File: config.mk
export PLATFORM = sky130hd
export DESIGN_NAME = epw_host
export DESIGN_NICKNAME = d
export VERILOG_FILES = /design/src/hdl/epw_pkg.sv /design/src/hdl/epw_host.sv
export SDC_FILE = /design/constraint.sdc
export NUM_CORES = 1
export LEC_CHECK = 0
export ABC_CLOCK_PERIOD_IN_PS = 2200
export BUFFER_PORTS_ARGS = -buffer_cell sky130_fd_sc_hd__buf_2
export CORE_MARGIN = 8
export CORE_UTILIZATION = 54
export CTS_BUF_LIST = sky130_fd_sc_hd__clkbuf_2
export CTS_CLUSTER_SIZE = 10
export DETAILED_ROUTE_END_ITERATION = 16
export PLACE_DENSITY = 0.78
export SLEW_MARGIN = 20
export SYNTH_ARGS = -nofsm -noshare
export SYNTH_HDL_FRONTEND = slang
export SYNTH_SLANG_ARGS = --single-unit
File: constraint.sdc
create_clock -name i_mclk -period 2.2 [get_ports i_mclk]
set_input_delay 0.11 -clock i_mclk [delete_from_list [all_inputs] [get_ports i_mclk]]
set_output_delay 0.11 -clock i_mclk [all_outputs]
set_load 0.1 [all_outputs]
File: src/hdl/epw_pkg.sv
// Purpose: Constants for the page-write host controller of a byte-wide EEPROM
// Assumes: 40 MHz system clock
// Notes:   Times are in their printed unit; cycle counts are derived
package epw_pkg;
    // ****************************************
    // Clock and geometry
    // ****************************************
    localparam int CLK_MHZ          = 40;
    localparam int ADDR_W           = 17;
    localparam int DATA_W           = 8;
    localparam int PAGE_W           = 7;
    localparam int PAGE_BYTES       = 128;
    localparam int DATA_BIT_SEVEN   = 7;
    // ****************************************
    // Timing (ns / us / ms) and cycle counts
    // ****************************************
    localparam int WRITE_CYCLE_TIME_MS   = 10;
    localparam int WRITE_START_TIME_NS   = 250;
    localparam int LOAD_IDLE_TIME_US     = 100;
    localparam int LOCK_RELEASE_SETUP_US = 200;
    localparam int BYTE_LOAD_MAX_US      = 30;
    localparam int STROBE_PULSE_NS       = 350;
    localparam int ACCESS_TIME_NS        = 200;
    localparam int SETUP_HOLD_NS         = 150;
    localparam int WRITE_CYCLE_CYC   = WRITE_CYCLE_TIME_MS * 1000 * CLK_MHZ;
    localparam int WRITE_START_CYC   = (WRITE_START_TIME_NS * CLK_MHZ + 999) / 1000;
    localparam int LOAD_IDLE_CYC     = LOAD_IDLE_TIME_US * CLK_MHZ;
    localparam int LOCK_SETUP_CYC    = LOCK_RELEASE_SETUP_US * CLK_MHZ;
    localparam int BYTE_LOAD_CYC     = BYTE_LOAD_MAX_US * CLK_MHZ;
    localparam int STROBE_CYC        = (STROBE_PULSE_NS * CLK_MHZ + 999) / 1000;
    localparam int ACCESS_CYC        = (ACCESS_TIME_NS * CLK_MHZ + 999) / 1000;
    localparam int HOLD_CYC          = (SETUP_HOLD_NS * CLK_MHZ + 999) / 1000;
    localparam int CNT_W             = 24;
    // ****************************************
    // States
    // ****************************************
    typedef enum logic [3:0] {
        EPW_IDLE    = 4'h0,
        EPW_RD_ACT  = 4'h1,
        EPW_RD_DONE = 4'h2,
        EPW_WR_SET  = 4'h3,
        EPW_WR_PUL  = 4'h4,
        EPW_WR_HOLD = 4'h5,
        EPW_WR_GAP  = 4'h6,
        EPW_BL_WAIT = 4'h7,
        EPW_POLL    = 4'h8,
        EPW_POLL_RD = 4'h9,
        EPW_LOCKED  = 4'hA
    } epw_state_t;
endpackage : epw_pkg

File: src/hdl/epw_host.sv
// Purpose: Host controller driving a byte-wide page-write EEPROM over its pins
// Assumes: User keeps o_req_ready handshake; one page per write burst
// Notes:   Completion by ready/busy pin, bit-seven polling or full timeout
// Behaviour
// - Without polling or busy pin, wait full write cycle time.
// - With polling or busy pin, next access after write start time.
// - Strobes decode read, standby, deselect, write and write inhibit.
// - Next byte of page loaded within 30 us of previous.
// - Lock input high 200 us before any write access.
// - Lock held high 10 ms after last loaded byte; here the lock pin follows i_lock_req one cycle later and a request aborts the write.
`timescale 1ns/100ps
module epw_host
    import epw_pkg::*;
(
    // Clock, reset, enable
    input  wire logic                i_mclk,
    input  wire logic                i_rst,
    input  wire logic                i_ce,
    // User request
    input  wire logic                i_req_valid,
    input  wire logic                i_req_write,
    input  wire logic                i_req_last,
    input  wire logic [ADDR_W-1:0]   i_req_addr,
    input  wire logic [DATA_W-1:0]   i_req_data,
    input  wire logic                i_mode_poll,
    input  wire logic                i_lock_req,
    output logic                     o_req_ready,
    output logic                     o_rd_valid,
    output logic [DATA_W-1:0]        o_rd_data,
    output logic                     o_busy,
    output logic                     o_prog_done,
    // Device pins
    output logic [ADDR_W-1:0]        o_addr,
    output logic                     o_chip_sel_n,
    output logic                     o_out_drv_n,
    output logic                     o_wr_strobe_n,
    output logic                     o_program_lock_n,
    output logic [DATA_W-1:0]        o_data_o,
    output logic                     o_data_oe_n,
    input  wire logic [DATA_W-1:0]   i_data_i,
    input  wire logic                i_ready_busy_n
);
    // ****************************************
    // Pin synchronisers
    // ****************************************
    logic [DATA_W-1:0] dq_s1_reg, dq_s2_reg;
    logic              rb_s1_reg, rb_s2_reg;
    always_ff @(posedge i_mclk) begin
        if (i_rst) begin
            dq_s1_reg <= 8'h00;
            dq_s2_reg <= 8'h00;
            rb_s1_reg <= 1'b1;
            rb_s2_reg <= 1'b1;
        end else if (i_ce) begin
            dq_s1_reg <= i_data_i;
            dq_s2_reg <= dq_s1_reg;
            rb_s1_reg <= i_ready_busy_n;
            rb_s2_reg <= rb_s1_reg;
        end
    end
    function automatic logic [CNT_W-1:0] cyc(input int n);
        cyc = n[CNT_W-1:0];
    endfunction : cyc
    // ****************************************
    // Control state
    // ****************************************
    epw_state_t        st_reg, st_next;
    logic [CNT_W-1:0]  cnt_reg, cnt_next;
    logic [CNT_W-1:0]  tmo_reg, tmo_next;
    logic [CNT_W-1:0]  lck_reg, lck_next;
    logic [ADDR_W-1:0] addr_reg, addr_next;
    logic [DATA_W-1:0] data_reg, data_next;
    logic [DATA_W-1:0] rdat_reg, rdat_next;
    logic              cs_n_reg, cs_n_next;
    logic              oe_n_reg, oe_n_next;
    logic              we_n_reg, we_n_next;
    logic              doe_n_reg, doe_n_next;
    logic              lk_n_reg, lk_n_next;
    logic              rdv_reg, rdv_next;
    logic              done_reg, done_next;
    logic              last_b7_reg, last_b7_next;
    logic              last_reg, last_next;
    logic              lock_ok;
    assign lock_ok = (lck_reg >= cyc(LOCK_SETUP_CYC));
    always_comb begin
        st_next      = st_reg;
        cnt_next     = cnt_reg;
        tmo_next     = tmo_reg;
        lck_next     = lck_reg;
        addr_next    = addr_reg;
        data_next    = data_reg;
        rdat_next    = rdat_reg;
        cs_n_next    = cs_n_reg;
        oe_n_next    = oe_n_reg;
        we_n_next    = we_n_reg;
        doe_n_next   = doe_n_reg;
        lk_n_next    = ~i_lock_req;
        rdv_next     = 1'b0;
        done_next    = 1'b0;
        last_b7_next = last_b7_reg;
        last_next    = last_reg;
        o_req_ready  = 1'b0;
        if (!lk_n_reg) begin
            lck_next = '0;
        end else if (!lock_ok) begin
            lck_next = lck_reg + 1'b1;
        end
        if (i_lock_req && st_reg != EPW_IDLE && st_reg != EPW_LOCKED) begin
            st_next    = EPW_LOCKED;
            cs_n_next  = 1'b1;
            oe_n_next  = 1'b1;
            we_n_next  = 1'b1;
            doe_n_next = 1'b1;
        end else begin
            unique case (st_reg)
                EPW_IDLE: begin
                    // Standby: chip select high, bus floating
                    cs_n_next = 1'b1;
                    tmo_next    = '0;
                    o_req_ready = i_ce && i_req_valid && !i_lock_req &&
                                  (!i_req_write || lock_ok);
                    if (o_req_ready) begin
                        addr_next = i_req_addr;
                        data_next = i_req_data;
                        cnt_next  = '0;
                        last_next = i_req_last;
                        st_next   = i_req_write ? EPW_WR_SET : EPW_RD_ACT;
                    end
                end
                EPW_RD_ACT: begin
                    cs_n_next = 1'b0;
                    oe_n_next = 1'b0;
                    cnt_next  = cnt_reg + 1'b1;
                    if (cnt_reg == cyc(ACCESS_CYC + 2)) begin
                        rdat_next = dq_s2_reg;
                        st_next   = EPW_RD_DONE;
                    end
                end
                EPW_RD_DONE: begin
                    cs_n_next = 1'b1;
                    oe_n_next = 1'b1;
                    rdv_next  = 1'b1;
                    st_next   = EPW_IDLE;
                end
                EPW_WR_SET: begin
                    // Out drive high first so the write is not inhibited
                    oe_n_next  = 1'b1;
                    cs_n_next  = 1'b0;
                    doe_n_next = 1'b0;
                    cnt_next   = '0;
                    st_next    = EPW_WR_PUL;
                end
                EPW_WR_PUL: begin
                    // Address latched as strobe falls last, data as it rises
                    we_n_next = 1'b0;
                    cnt_next  = cnt_reg + 1'b1;
                    if (cnt_reg == cyc(STROBE_CYC)) begin
                        we_n_next    = 1'b1;
                        last_b7_next = data_reg[DATA_BIT_SEVEN];
                        cnt_next     = '0;
                        st_next      = EPW_WR_HOLD;
                    end
                end
                EPW_WR_HOLD: begin
                    cnt_next = cnt_reg + 1'b1;
                    if (cnt_reg == cyc(HOLD_CYC)) begin
                        cs_n_next  = 1'b1;
                        doe_n_next = 1'b1;
                        cnt_next   = '0;
                        st_next    = last_reg ? EPW_BL_WAIT : EPW_WR_GAP;
                    end
                end
                EPW_WR_GAP: begin
                    cnt_next    = cnt_reg + 1'b1;
                    o_req_ready = i_ce && i_req_valid && i_req_write &&
                                  i_req_addr[ADDR_W-1:PAGE_W] ==
                                  addr_reg[ADDR_W-1:PAGE_W];
                    if (o_req_ready) begin
                        addr_next = i_req_addr;
                        data_next = i_req_data;
                        last_next = i_req_last;
                        st_next   = EPW_WR_SET;
                    end else if (cnt_reg >= cyc(BYTE_LOAD_CYC - 2 * HOLD_CYC)) begin
                        cnt_next = '0;
                        st_next  = EPW_BL_WAIT;
                    end
                end
                EPW_BL_WAIT: begin
                    cnt_next = cnt_reg + 1'b1;
                    tmo_next = tmo_reg + 1'b1;
                    if (cnt_reg >= cyc(LOAD_IDLE_CYC)) begin
                        cnt_next = '0;
                        st_next  = EPW_POLL;
                    end
                end
                EPW_POLL: begin
                    // Timeout counts the full write cycle from the last load
                    tmo_next = tmo_reg + 1'b1;
                    cnt_next = cnt_reg + 1'b1;
                    if (tmo_reg >= cyc(WRITE_CYCLE_CYC)) begin
                        done_next = 1'b1;
                        st_next   = EPW_IDLE;
                    end else if (cnt_reg >= cyc(WRITE_START_CYC)) begin
                        if (!i_mode_poll && rb_s2_reg) begin
                            done_next = 1'b1;
                            st_next   = EPW_IDLE;
                        end else if (i_mode_poll) begin
                            cnt_next = '0;
                            st_next  = EPW_POLL_RD;
                        end
                    end
                end
                EPW_POLL_RD: begin
                    cs_n_next = 1'b0;
                    oe_n_next = 1'b0;
                    tmo_next  = tmo_reg + 1'b1;
                    cnt_next  = cnt_reg + 1'b1;
                    if (cnt_reg == cyc(ACCESS_CYC + 2)) begin
                        cs_n_next = 1'b1;
                        oe_n_next = 1'b1;
                        cnt_next  = '0;
                        if (dq_s2_reg[DATA_BIT_SEVEN] == last_b7_reg) begin
                            done_next = 1'b1;
                            st_next   = EPW_IDLE;
                        end else begin
                            st_next   = EPW_POLL;
                        end
                    end
                end
                EPW_LOCKED: st_next = i_lock_req ? EPW_LOCKED : EPW_IDLE;
                default: st_next = EPW_IDLE;
            endcase
        end
    end
    always_ff @(posedge i_mclk) begin
        if (i_rst) begin
            st_reg      <= EPW_IDLE;
            cnt_reg     <= '0;
            tmo_reg     <= '0;
            lck_reg     <= '0;
            addr_reg    <= '0;
            data_reg    <= 8'h00;
            rdat_reg    <= 8'h00;
            cs_n_reg    <= 1'b1;
            oe_n_reg    <= 1'b1;
            we_n_reg    <= 1'b1;
            doe_n_reg   <= 1'b1;
            lk_n_reg    <= 1'b0;
            rdv_reg     <= 1'b0;
            done_reg    <= 1'b0;
            last_b7_reg <= 1'b0;
            last_reg    <= 1'b0;
        end else if (i_ce) begin
            st_reg      <= st_next;
            cnt_reg     <= cnt_next;
            tmo_reg     <= tmo_next;
            lck_reg     <= lck_next;
            addr_reg    <= addr_next;
            data_reg    <= data_next;
            rdat_reg    <= rdat_next;
            cs_n_reg    <= cs_n_next;
            oe_n_reg    <= oe_n_next;
            we_n_reg    <= we_n_next;
            doe_n_reg   <= doe_n_next;
            lk_n_reg    <= lk_n_next;
            rdv_reg     <= rdv_next;
            done_reg    <= done_next;
            last_b7_reg <= last_b7_next;
            last_reg    <= last_next;
        end
    end
    // ****************************************
    // Outputs
    // ****************************************
    assign o_addr           = addr_reg;
    assign o_chip_sel_n     = cs_n_reg;
    assign o_out_drv_n      = oe_n_reg;
    assign o_wr_strobe_n    = we_n_reg;
    assign o_program_lock_n = lk_n_reg;
    assign o_data_o         = data_reg;
    assign o_data_oe_n      = doe_n_reg;
    assign o_rd_valid       = rdv_reg;
    assign o_rd_data        = rdat_reg;
    assign o_prog_done      = done_reg;
    assign o_busy           = (st_reg != EPW_IDLE);
endmodule : epw_host

After elaboration in Yosys (flattened, before gate mapping):

Index checks and enable logic that the tools add are counted.

* bits in registers: 136
* word-level logic and storage cells: 158
* bits of input ports: 42
* output and inout port bits: 42

* multiplexer cells: 64
* bitwise gates (word level): 2
* $lt $le $gt $ge: 5
* eq/ne operators: 28
* reductions and logical operators: 36
* add/subtract/negate cells: 3

Operators by type and width (number)
* 24-bit two-way mux: 13
* 24-bit one-hot mux with 9 select lines: 1
* 24-bit by 1-bit adder with 24-bit output, second input constant: 3
* 4-bit two-way mux: 15
* 24-bit by 4-bit == test with 1-bit output, second input constant: 2
* 24-bit one-hot mux with 2 select lines: 1
* 4-bit one-hot mux with 10 select lines: 1
* 17-bit two-way mux: 2
* 17-bit one-hot mux with 2 select lines: 1
* 24-bit by 3-bit == test with 1-bit output, second input constant: 1
* 24-bit by 11-bit greater-or-equal comparator with 1-bit output, second input constant: 1
* 24-bit by 12-bit greater-or-equal comparator with 1-bit output, second input constant: 1
* 24-bit by 13-bit greater-or-equal comparator with 1-bit output, second input constant: 1
* 24-bit by 19-bit greater-or-equal comparator with 1-bit output, second input constant: 1
* 24-bit by 4-bit greater-or-equal comparator with 1-bit output, second input constant: 1
* 1-bit two-way mux: 20
* 3-bit inequality test, second input constant: 6
* 4-bit by 3-bit == test with 1-bit output, second input constant: 4
* 8-bit two-way mux: 2
* 8-bit one-hot mux with 2 select lines: 1
* 4-bit == test, second input constant: 3
* 4-bit inequality test, second input constant: 3
* 4-bit AND reduction: 3
* 10-bit == test: 1
* other kinds (25): 50

Depth between registers and ports, before layout:

Gate-level depths: netlist of the first run.

* depth in word-level cells: 7
* mapped depth: 11
* depth with buffers taken out: 8

Worst setup path after synthesis of the first run:

OpenSTA, ideal clock, no wires.

* kind: flip-flop to flip-flop
* start point: register st_reg[0]
* end point: register addr_reg[16], in the netlist o_addr[16]
* library setup time: 0.071 ns
* arrival time: 2.815 ns
* buffers on the path: 2
* clock period less this slack: 2.886 ns
* stages on the path, launching flop included: 10
* required time: 2.129 ns
* slack: -0.686 ns
* cells stage by stage: dfxtp_1 > buf_2 > nor4_4 > inv_1 > a2111oi_0 > o21ai_1 > inv_2 > buf_2 > nand2_1 > a21oi_1

* word-level cells in the longest chain between the ends: 5
* elaborated cells between the ends (all ways): 12
* those cells by class: eq/ne (4); mux (1); bitwise (1); reduce/logical (6)

RTL lines
* start: declaration: RTL line epw_host.sv:67 `epw_state_t st_reg, st_next;`
* start signal: assignment: RTL line epw_host.sv:254 `st_reg <= st_next;`
* 4-bit nonzero test
* named net o_busy: RTL line epw_host.sv:30 `output logic o_busy,`
* 1-bit logical AND (2 in series): RTL line epw_host.sv:108 `if (i_lock_req && st_reg != EPW_IDLE && st_reg != EPW_LOCKED) begin`
* 1-bit inverter (no source line)
* 5-bit AND reduction (no source line)
* end signal: assignment: RTL line epw_host.sv:258 `addr_reg <= addr_next;`
* end: declaration: RTL line epw_host.sv:71 `logic [ADDR_W-1:0] addr_reg, addr_next;`

The timed path passes the listed nets, and every way through them passes these cells.
A chain may end at the register's enable or synchronous reset.

Worst setup path in the final report of the first run:

* start point: register st_reg[2]
* end point: output o_req_ready

* word-level cells in the longest chain between the ends: 4
* elaborated cells between the ends (all ways): 8
* those cells by class: eq/ne (2); mux (2); reduce/logical (4)

RTL lines
* branches (longest 3 deep; another with 4-bit by 3-bit == test with 1-bit output)
* 1-bit two-way mux *: RTL line epw_host.sv:108
* end: declaration: RTL line epw_host.sv:27 `output logic o_req_ready,`

Mark *: on every way between the ends.

==> results of run 1 <==
synth_stat cells, types with 8 or more instances:
library cell	n
o31ai_1	9
nor2_1	89
or3_1	9
nor3_1	21
o21ai_0	27
inv_1	25
dfxtp_1	136
xor2_1	29
and2_1	16
xnor2_1	12
buf_2	8
nand4_1	20
a31oi_1	8
a21oi_1	51
clkbuf_1	22
mux2i_1	30
nand2_1	105
nor2b_1	8
nand3_1	30
cell families (layout without fill, tap and decap cells):
| kind of cell | Yosys count | in the layout | synth area share |
|---|---|---|---|
| buffers and inverters | 69 | 316 | 0.0453 |
| XOR/XNOR | 41 | 41 | 0.0548 |
| adder cells (fa/ha/maj) | 7 | 7 | 0.0134 |
| multiplexers | 30 | 30 | 0.0459 |
| AND/OR/NAND/NOR | 347 | 347 | 0.268 |
| AO/OA/AOI/OAI | 158 | 158 | 0.157 |
| flip-flops | 136 | 136 | 0.416 |
metal layers:
layer | track usage | routed length [microns]
met5 | 0 | 0
met4 | 0.132 | 1090
met3 | 0.0797 | 1580
met2 | 0.437 | 11000
met1 | 0.264 | 8380
final cells by class:
class | count | share of cell area
Clock inverter | 14 | 0.0207
Clock buffer | 17 | 0.00903
Multi-Input combinational cell | 583 | 0.429
Sequential cell | 136 | 0.296
Timing Repair Buffer | 258 | 0.215
Inverter | 27 | 0.0112
Tap cell | 147 | 0.0195
metrics by stage:
stage          setup slack (ns)  total power, mW  hold slack, ns  TNS, ns
2_1_floorplan            -0.288             2.90           0.236    -7.49
3_3_place_gp             -0.192             3.04           0.334    -3.00
3_5_place_dp             -0.326             3.06           0.350    -6.69
4_1_cts                  -0.502             4.85          0.0335    -2.64
5_1_grt                  -0.538             5.07          0.0300   -13.22
6_report                 -0.427             4.94          0.0612    -7.05
worst paths after layout:
check	slack, ns	end	startpoint
worst max-delay path	-0.43	o_req_ready	st_reg[2]
worst min-delay path	0.06	dq_s2_reg[1]	i_ce
worst max register to register	-0.25	cnt_reg[20]	cnt_reg[20]
worst min register to register	0.48	o_data_o[1]	o_data_o[1]
repair_timing:
item / 4_1_cts / 5_1_grt
pin swaps: 24 / 41
gates resized for setup: 70 / 73
gates cloned: 1 / 3
endpoints found under the setup margin: 73 / 77
hold endpoints to repair: 51 / 0
hold buffers: 41 / 0
buffers inserted: 19 / 11
worst max-delay path: cells and delay by family (launching register included):
| family | cells | cell delay (ns) |
|---|---|---|
| compound gates | 2 | 0.44 |
| buf+inv | 4 | 0.61 |
| simple gates | 1 | 0.32 |
| flops | 1 | 0.40 |
power by group through the flow:
stage / Clock [mW] / Sequential [mW] / Combinational, mW
after floorplan: 0 / 2.66 / 0.238
after global placement: 0 / 2.56 / 0.477
after detailed placement: 0 / 2.57 / 0.490
after CTS: 1.75 / 2.52 / 0.585
after global routing: 1.87 / 2.52 / 0.675
final: 1.78 / 2.52 / 0.645
cell usage in the layout, fill, tap and decap left out, types with 7 or more instances in the layout:
master         count
dfxtp_1          112
buf_4            108
nand2_1           98
nor2_1            88
buf_2             82
dlygate4sd3_1     41
a21oi_1           30
xor2_1            29
mux2i_1           28
nand3_1           26
inv_1             24
o21ai_0           21
a21oi_2           21
nand4_1           20
nor3_1            18
clkbuf_2          17
buf_6             17
and2_1            15
dfxtp_4           13
xnor2_1           12
dfxtp_2           11
nor2b_1            8
or3_1              8
nor4_4             7
a31oi_1            7
ha_1               7
buf_12             7
==> key figures, run 1 <==
Cells and area
  – Share of layout cells above drive strength 1: 0.359
  – Ant. Diodes: 0
  – Area occupied by multi-input gates: 4040 sq um
  – Final instance area: 9420 sq um
  – Util after Layout: 0.791
  – Non-Filler Instances: 1,182
  – Area growth syn-to-layout: 43.9%
  – Final net count: 1,072
  – Reg area: 2790 sq um
  – Fillcell total: 743

Synthesis
  – Most used DFF post-synth: dfxtp_1
  – Syn_area_per_cell: 8.31 sq um
  – Syn Inst Count: 788
  – Synth area leader: dfxtp_1
  – Yosys warnings: 0
  – Synth top area cells: dfxtp_1, nand2_1, nor2_1
  – Number of synthesized register bits: 136
  – Yosys cell types: 71
  – Syn_nets: 837
  – Post-synth EDFFs: 0
  – Yosys top cell area share: 0.416
  – Syn Std Cell Area: 6550 sq um
  – Asr flop ratio synth: 0
  – Seq/Total Area, Yosys: 0.416

STA
  – Worst rel slew slack: 0.594
  – Hold Fails Final Rpt: 0
  – Post-Route Skew: 0.0261 ns
  – Unrepaired setup endpoints after global routing: yes
  – Worst Tran Pin Value: 0.608 ns
  – Max-slew violation count: 0
  – Period utilization: 1.19
  – Fin crit period: 2.63 ns
  – Final worst slack: -0.427 ns
  – Final number of setup-violating endpoints: 60
  – Max Clock Freq: 381 MHz

Drt
  – Post-route ant nets: 0
  – Vias: 7,081
  – DRT Wirelength: 22.1 mm
  – First DRT Iteration DRCs: 803
  – 1st-pass router iterations: 8
  – Via-per-instance ratio: 5.99
  – Drt wl/cell: 18.7 microns
  – DRC Markers: 0

Critical path
  – Setup crit end kind: output pin
  – CP Cell Sequence: buf_6, nor4_4, clkinvlp_4, a2111oi_4, o21ai_2, inv_2, buf_12
  – CP max FO: 3
  – Critical Path AT: 2.52 ns
  – CP startpoint kind: flip-flop
  – Reg2reg path depth: 11
  – Worst Path Required: 2.09 ns
  – CP max stage cell: dfxtp_4
  – Critical path class: flip-flop to output pin
  – Max incr delay on CP: 0.40 ns

Clock network
  – CTS root buffer: clkbuf_2
  – CTS tree: done
  – Clock transition at path regs: 0.22 ns
  – Clk sinks: 136
  – Cts bufs inserted: 17
  – Clock Latency Late Sink: 0.76 ns
  – CTS H-Tree Depth: 4
  – Clk buf depth: 2

Die
  – Initial Util: 0.550
  – Chip Height: 126 microns
  – Core Box Area: 11,900 sq um
  – I/O pin count: 84
  – Horiz. Die Dim: 126 microns
  – # rows: 40
  – Die area: 15,900 sq um

Min path
  – Worst Hold Class: input pin to flip-flop
  – Worst Hold Depth: 4

Power and ir drop
  – Clock power frac: 0.359
  – Combinational cell fraction of total power: 0.130
  – Switching Fraction: 0.292
  – Max VDD drop: 542 uV
  – P_sw: 1.44 mW
  – Leakage power total: 3.75 nW
  – Internal Power: 3.50 mW
  – Power per cell area: 524 nW/um^2
  – Flop pwr share: 0.510

GRT
  – Initial antenna violation count: 0
  – Vias in the first global route: 7,056
  – First-pass GRT wire length: 32.8 mm
  – Gr usage total: 0.250
  – Pin count of the biggest net entering global routing: 37
  – Grt ovf: 0

Placement
  – Placed Cells: 1,078
  – DP Area: 7870 sq um
  – IO buf count: 83
  – Detail Placement HPWL: 13.2 mm
  – Final GP Congestion: 0.922

Status
  – Status: finished with violations
  – Failing checks: negative setup slack

Flow run
  – Max Cap Viol: 0
Power figures use the tool's default switching activity.
==> inputs of run 2 (changes only) <==
--- a/config.mk
+++ b/config.mk
@@ -7,6 +7,7 @@
 export LEC_CHECK = 0
 export ABC_CLOCK_PERIOD_IN_PS = 2200
 export BUFFER_PORTS_ARGS = -buffer_cell sky130_fd_sc_hd__buf_2
+export CORE_ASPECT_RATIO = 0.75
 export CORE_MARGIN = 8
 export CORE_UTILIZATION = 54
 export CTS_BUF_LIST = sky130_fd_sc_hd__clkbuf_2
==> run 2 against run 1 <==
Against the previous run:
- the flow still finishes with violations (negative setup slack)
- maximum frequency fell by 6.8%
- final area rose by 1.2%
- combinational power rose by 7.4%
- power fell by 2.6%
- routed wire length rose by 17%
- sequential cell count did not move
- global-route usage rose by 1.8 points
- first-iteration DRC count rose by 36%
- non-clock buffer count rose by 15
- largest cell class unchanged
- highest routed layer unchanged
==> key figures, run 2 (synthesis results as in run 1) <==
Drt
  – 1st-pass router iterations: 10 (+2)
  – Metal2 WL: 11.5 mm (+4.4%)
  – Drt wl/cell: 21.2 microns (+14%)
  – First DRT Iteration DRCs: 1,092 (+36%)
  – Via-per-instance ratio: 6.27 (+4.6%)
  – Vias: 7,632 (+7.8%)
  – Metal3 WL: 3.28 mm (+110%)
  – DRT Wirelength: 25.8 mm (+17%)
  – Uppermost routed layer: met4
  – DRC Markers: 0 (unchanged)
  – WL met1: 9.54 mm (+14%)
  – Post-route ant nets: 0 (unchanged)

STA
  – Hold Fails Final Rpt: 0 (unchanged)
  – Period utilization: 1.28 (+0.0870)
  – Minimum hold slack: 0.122 ns (+0.0606 ns)
  – Worst rel slew slack: 0.528 (-0.0659)
  – Unrepaired setup endpoints after global routing: yes
  – Final worst slack: -0.619 ns (-0.191 ns)
  – Max Clock Freq: 355 MHz (-6.8%)
  – Fin crit period: 2.82 ns (+0.191 ns)
  – Post-Route Skew: 0.0536 ns (+0.0275 ns)
  – Final number of setup-violating endpoints: 57 (-5.0%)
  – Max-slew violation count: 0 (unchanged)
  – Worst Tran Pin Value: 0.707 ns (+0.0989 ns)

Critical path
  – Max incr delay on CP: 0.42 ns (+0.02 ns)
  – Worst Path Required: 2.09 ns (about the same)
  – Critical path class: flip-flop to output pin
  – Critical Path AT: 2.71 ns (+0.19 ns)
  – CP Cell Sequence: xor2_1, nor4_1, nand4_1, buf_4, nor3_4, o21ai_2, inv_2, buf_12, buf_16
  – CP max stage cell: dfxtp_4
  – Reg2Reg Launch Point: cnt_reg[17]
  – CP max FO: 3 (unchanged)
  – Reg-to-reg slack, setup: -0.30 ns (-0.05 ns)
  – Reg2reg path depth: 11 (unchanged)
  – CP startpoint kind: flip-flop
  – Worst Setup SP: o_addr[7]
  – Worst r2r dst: cnt_reg[20]
  – Setup crit end kind: output pin

Placement
  – Placed Cells: 1,105 (+2.5%)
  – IO buf count: 83 (unchanged)
  – Detail Placement HPWL: 12.5 mm (-5.8%)
  – Final GP Congestion: 0.931 (+0.98%)

GRT
  – Gr usage total: 0.268 (+0.0176)
  – Pin count of the biggest net entering global routing: 61 (+65%)
  – Initial antenna violation count: 0 (unchanged)
  – Grt ovf: 0 (unchanged)
  – Vias in the first global route: 6,883 (-2.5%)
  – First-pass GRT wire length: 34.5 mm (+5.4%)

Cells and area
  – Ant. Diodes: 0 (unchanged)
  – Non-Filler Instances: 1,218 (+3.0%)
  – Share of layout cells above drive strength 1: 0.349 (-0.0106)
  – Area growth syn-to-layout: 45.6%
  – Most common cell after layout, fill and taps aside: buf_4
  – Fillcell total: 630 (-15%)
  – Util after Layout: 0.792 (+0.000826)
  – Most frequent cells in the layout: buf_4, dfxtp_1, nand2_1
  – Final net count: 1,088 (+1.5%)

Die
  – Core Box Area: 12,000 sq um (+1.1%)
  – Die area: 15,900 sq um (+0.23%)
  – Horiz. Die Dim: 143 microns (+14%)
  – # rows: 35 (-13%)
  – Initial Util: 0.544 (-0.00600)
  – I/O pin count: 84 (unchanged)
  – Chip Height: 111 microns (-12%)

Min path
  – Worst Hold Depth: 4 (unchanged)
  – Worst Hold Class: input pin to flip-flop
  – Worst Min Path Start: i_req_addr[2]
  – Hold Path End: o_addr[2]

Clock network
  – Clock Latency Late Sink: 0.78 ns (+0.02 ns)
  – CTS H-Tree Depth: 4 (unchanged)
  – Clock transition at path regs: 0.24 ns (+0.02 ns)
  – Cts bufs inserted: 17 (unchanged)
  – CTS root buffer: clkbuf_2
  – CTS tree: done
  – Clk sinks: 136 (unchanged)
  – Clk buf depth: 2 (unchanged)

Status
  – Status: finished with violations
  – Failing checks: negative setup slack

Power and ir drop
  – Power per cell area: 505 nW/um^2 (-3.7%)
  – Leakage power total: 3.82 nW (+1.8%)
  – Max VDD drop: 608 uV (+12%)

Flow run
  – Max Cap Viol: 0 (unchanged)
==> run 2: cell types whose count changed in the layout (fill, tap and decap cells not counted), moves of 4 or more <==
cell / before / now
a21oi_2: 21 / 6
a21oi_1: 30 / 44
buf_4: 108 / 118
buf_6: 17 / 22
nand2_2: 6 / 1
inv_8: 0 / 4
nand2_1: 98 / 102
==> run 2: routing by layer <==
metal	global-route usage	vias to the layer above
li1	-	3274
met1	0.342	3514
met2	0.417	665
met3	0.0757	179
met4	0.106	0
met5	0	-
==> run 2: critical path: cells and delay by family, from the launching register on <==
| kind | cells | cell delay, ns |
|---|---|---|
| XOR/XNOR | 1 | 0.16 |
| flip-flops | 1 | 0.42 |
| AO/OA/AOI/OAI | 1 | 0.11 |
| AND/OR/NAND/NOR | 3 | 0.64 |
| buffers and inverters | 4 | 0.61 |
==> run 2: metrics by stage <==
step	area [sq um]	power, mW	worst slack (ns)	TNS, ns
after floorplan	6630	2.90	-0.288	-7.49
after detailed placement	7930	3.05	-0.314	-4.07
after CTS	9040	4.67	-0.462	-1.98
final	9540	4.81	-0.619	-9.33
after global routing	9540	4.92	-0.790	-15.87
after global placement	7930	3.05	-0.171	-1.42
==> run 2: how the worst max path moves through the flow <==
stage                     depth (start not counted)          end
after floorplan                                   8   o_addr[16]
after global placement                            8  cnt_reg[23]
after detailed placement                          9  cnt_reg[23]
after CTS                                         9  o_req_ready
after global routing                              9  o_req_ready
final                                             9  o_req_ready
==> run 2: report_power, final <==
part	internal, mW	switching, mW
Sequential	2.49	0.0330
Clock	0.462	1.13
Combinational	0.264	0.430
Total	3.22	1.59
==> run 2: area by class of cell <==
class	instances	area, sq um	area share
well taps	166	208	0.0218
inverters	27	105	0.0110
repair buffers	273	2160	0.226
multi-input cells	584	4040	0.424
clock buffers	17	85.1	0.00892
flip-flops and latches	136	2780	0.292
clock inverters	15	158	0.0165
==> run 2: repair_timing <==
item / CTS / global route
gates resized for setup: 61 / 81
pin swaps: 33 / 38
setup buffers: 21 / 16
cloned: 3 / 2
hold endpoints to repair: 48 / 0
setup endpoints to repair: 37 / 84
hold buffers: 42 / 0
==> inputs of run 3 (changes only) <==
--- a/config.mk
+++ b/config.mk
@@ -5,15 +5,15 @@
 export SDC_FILE = /design/constraint.sdc
 export NUM_CORES = 1
 export LEC_CHECK = 0
-export ABC_CLOCK_PERIOD_IN_PS = 2200
+export ABC_CLOCK_PERIOD_IN_PS = 3400
 export BUFFER_PORTS_ARGS = -buffer_cell sky130_fd_sc_hd__buf_2
-export CORE_ASPECT_RATIO = 0.75
+export CORE_ASPECT_RATIO = 2
 export CORE_MARGIN = 8
-export CORE_UTILIZATION = 54
+export CORE_UTILIZATION = 55
 export CTS_BUF_LIST = sky130_fd_sc_hd__clkbuf_2
 export CTS_CLUSTER_SIZE = 10
 export DETAILED_ROUTE_END_ITERATION = 16
-export PLACE_DENSITY = 0.78
+export PLACE_DENSITY = 0.76
 export SLEW_MARGIN = 20
 export SYNTH_ARGS = -nofsm -noshare
 export SYNTH_HDL_FRONTEND = slang
==> constraint.sdc (replaced) <==
create_clock -name i_mclk -period 3.4 [get_ports i_mclk]
set_input_delay 0.17 -clock i_mclk [delete_from_list [all_inputs] [get_ports i_mclk]]
set_output_delay 0.17 -clock i_mclk [all_outputs]
set_load 0.1 [all_outputs]
==> run 3 against run 2 <==
Against the previous run:
- power down 37%
- sequential cell count unchanged
- sequential share of layout area up 5.5 points
- sequential power down 35%
- final area down 18%
- clock skew down 0.0074 ns
- via count down 17%
- die area down 0.49%
- the run now ends clean
- global-route usage down 2.5 points
- register-to-register slack better by 0.64 ns
==> key figures, run 3 (synthesis results as in run 1) <==
Status
  – Status: completed

Die
  – Horiz. Die Dim: 93.2 microns (-35%)
  – Core Box Area: 11,700 sq um (-2.8%)
  – I/O pin count: 84 (unchanged)
  – Chip Height: 170 microns (+53%)
  – # rows: 56 (+60%)
  – Initial Util: 0.560 (+0.0159)
  – Die area: 15,900 sq um (-0.49%)

GRT
  – First-pass GRT wire length: 30.9 mm (-11%)
  – Vias in the first global route: 6,496 (-5.6%)
  – Gr usage total: 0.242 (-0.0252)
  – Initial antenna violation count: 1 (+1)
  – Pin count of the biggest net entering global routing: 43 (-30%)
  – Grt ovf: 0 (unchanged)

STA
  – Post-Route Skew: 0.0463 ns (-0.00736 ns)
  – Worst rel slew slack: 0.490 (-0.0385)
  – Hold Fails Final Rpt: 0 (unchanged)
  – Final setup TNS: 0 ns (+9.33 ns)
  – Worst Tran Pin Value: 0.764 ns (+0.0567 ns)
  – Unrepaired setup endpoints after global routing: no
  – Max-slew violation count: 0 (unchanged)
  – Period utilization: 0.955
  – Max Clock Freq: 308 MHz
  – Final number of setup-violating endpoints: 0 (-100%)
  – Fin crit period: 3.25 ns
  – Final worst slack: 0.154 ns (+0.773 ns)

Critical path
  – Max incr delay on CP: 0.57 ns (+0.15 ns)
  – Critical path class: flip-flop to output pin
  – Setup crit end kind: output pin
  – CP max stage cell: dfxtp_1
  – Reg-to-reg slack, setup: 0.34 ns (+0.64 ns)
  – CP startpoint kind: flip-flop
  – CP Cell Sequence: nor4_4, inv_1, a2111oi_1, o21ai_2, inv_4, buf_12
  – CP max FO: 27 (+24)
  – Critical Path AT: 3.08 ns (+0.37 ns)
  – Worst Path Required: 3.23 ns (+1.14 ns)

Placement
  – IO buf count: 83 (unchanged)
  – Worst slack, placed: 0.583 ns (+0.898 ns)
  – Final GP Congestion: 0.946 (+1.5%)
  – Detail Placement HPWL: 12.4 mm (-0.74%)
  – DP Area: 7040 sq um (-11%)

Cells and area
  – Most common cell after layout, fill and taps aside: dfxtp_1
  – Area occupied by multi-input gates: 3530 sq um (-13%)
  – Fillcell total: 946 (+50%)
  – Most frequent cells in the layout: dfxtp_1, nand2_1, nor2_1
  – Final net count: 963 (-11%)
  – Reg area: 2730 sq um (-2.0%)
  – Share of layout cells above drive strength 1: 0.164 (-0.185)
  – Final instance area: 7870 sq um (-18%)
  – Area growth syn-to-layout: 20.1%

Drt
  – Vias: 6,344 (-17%)
  – Via-per-instance ratio: 5.91 (-5.6%)
  – 1st-pass router iterations: 5 (-5)
  – Post-route ant nets: 0 (unchanged)
  – First DRT Iteration DRCs: 404 (-63%)
  – DRT Wirelength: 19.0 mm (-26%)
  – DRC Markers: 0 (unchanged)
  – Drt wl/cell: 17.7 microns (-17%)

Power and ir drop
  – Combinational cell fraction of total power: 0.113 (-0.031)
  – Max VDD drop: 417 uV (-31%)
  – Clock power frac: 0.341 (+0.010)
  – Leakage power total: 3.05 nW (-20%)
  – P_sw: 0.907 mW (-43%)
  – Power per cell area: 383 nW/um^2 (-24%)
  – Internal Power: 2.10 mW (-35%)
  – Switching Fraction: 0.301 (-0.0299)
  – Flop pwr share: 0.546 (+0.021)

Flow run
  – Max Cap Viol: 0 (unchanged)

Clock network
  – Clock transition at path regs: 0.21 ns (-0.03 ns)
  – Clk buf depth: 2 (unchanged)
  – CTS root buffer: clkbuf_2
  – Cts bufs inserted: 17 (unchanged)
  – CTS H-Tree Depth: 4 (unchanged)
  – Clock Latency Late Sink: 0.72 ns (-0.06 ns)
  – Clk sinks: 136 (unchanged)
  – CTS tree: done

Min path
  – Worst Hold Class: input pin to flip-flop
run 3: what timing repair did:
item	4_1_cts	5_1_grt
setup endpoints to repair	1	1
hold buffers	56	0
cloned	0	0
gates resized for setup	1	4
hold endpoints to repair	41	0
buffers inserted	0	0
pin swaps	0	0
run 3: final timing paths:
path | to | from | depth (start not counted)
max | o_req_ready | st_reg[0] | 6
min | o_program_lock_n | i_ce | 4
max reg2reg | o_addr[4] | st_reg[0] | 8
min reg2reg | o_addr[3] | o_addr[3] | 2
run 3: layout make-up:
type                       count  area share
antenna                        1    0.000318
clock buffer                  18      0.0115
clock inverter                14      0.0208
inverter                      27      0.0132
multi-input combinational    583       0.449
sequential                   136       0.346
tap                          145      0.0231
timing repair buffer         149       0.136
run 3: power groups by stage:
stage	registers (mW)	clock network [mW]	logic, mW
after detailed placement	1.67	0	0.287
final	1.64	1.03	0.340
after CTS	1.64	1.04	0.329
after floorplan	1.73	0	0.151
after global routing	1.65	1.11	0.361
after global placement	1.67	0	0.281
run 3: worst max-delay path: cells and delay by family (launching register included):
family	cells	cell delay, ns
buf+inv	3	0.66
compound gates	2	0.64
simple gates	1	0.50
flops	1	0.57
run 3: layer usage:
metal | vias to the layer above | wire length, microns | part of all wire | GRT usage
li1 | 3034 | - | - | -
met1 | 2988 | 6880 | 0.36 | 0.234
met2 | 254 | 10200 | 0.53 | 0.441
met3 | 68 | 1150 | 0.061 | 0.0680
met4 | 0 | 818 | 0.043 | 0.145
met5 | - | 0 | 0 | 0
run 3: metrics by stage:
| step | util | total power, mW | hold slack [ns] | instances |
|---|---|---|---|---|
| 2_1_floorplan | - | 1.88 | 0.298 | 788 |
| 3_3_place_gp | 0.602 | 1.95 | 0.390 | 984 |
| 3_5_place_dp | 0.602 | 1.96 | 0.406 | 984 |
| 4_1_cts | 0.672 | 3.01 | 0.0661 | 1072 |
| 5_1_grt | 0.672 | 3.11 | 0.0905 | 1073 |
| 6_report | 0.672 | 3.01 | 0.0880 | 1073 |
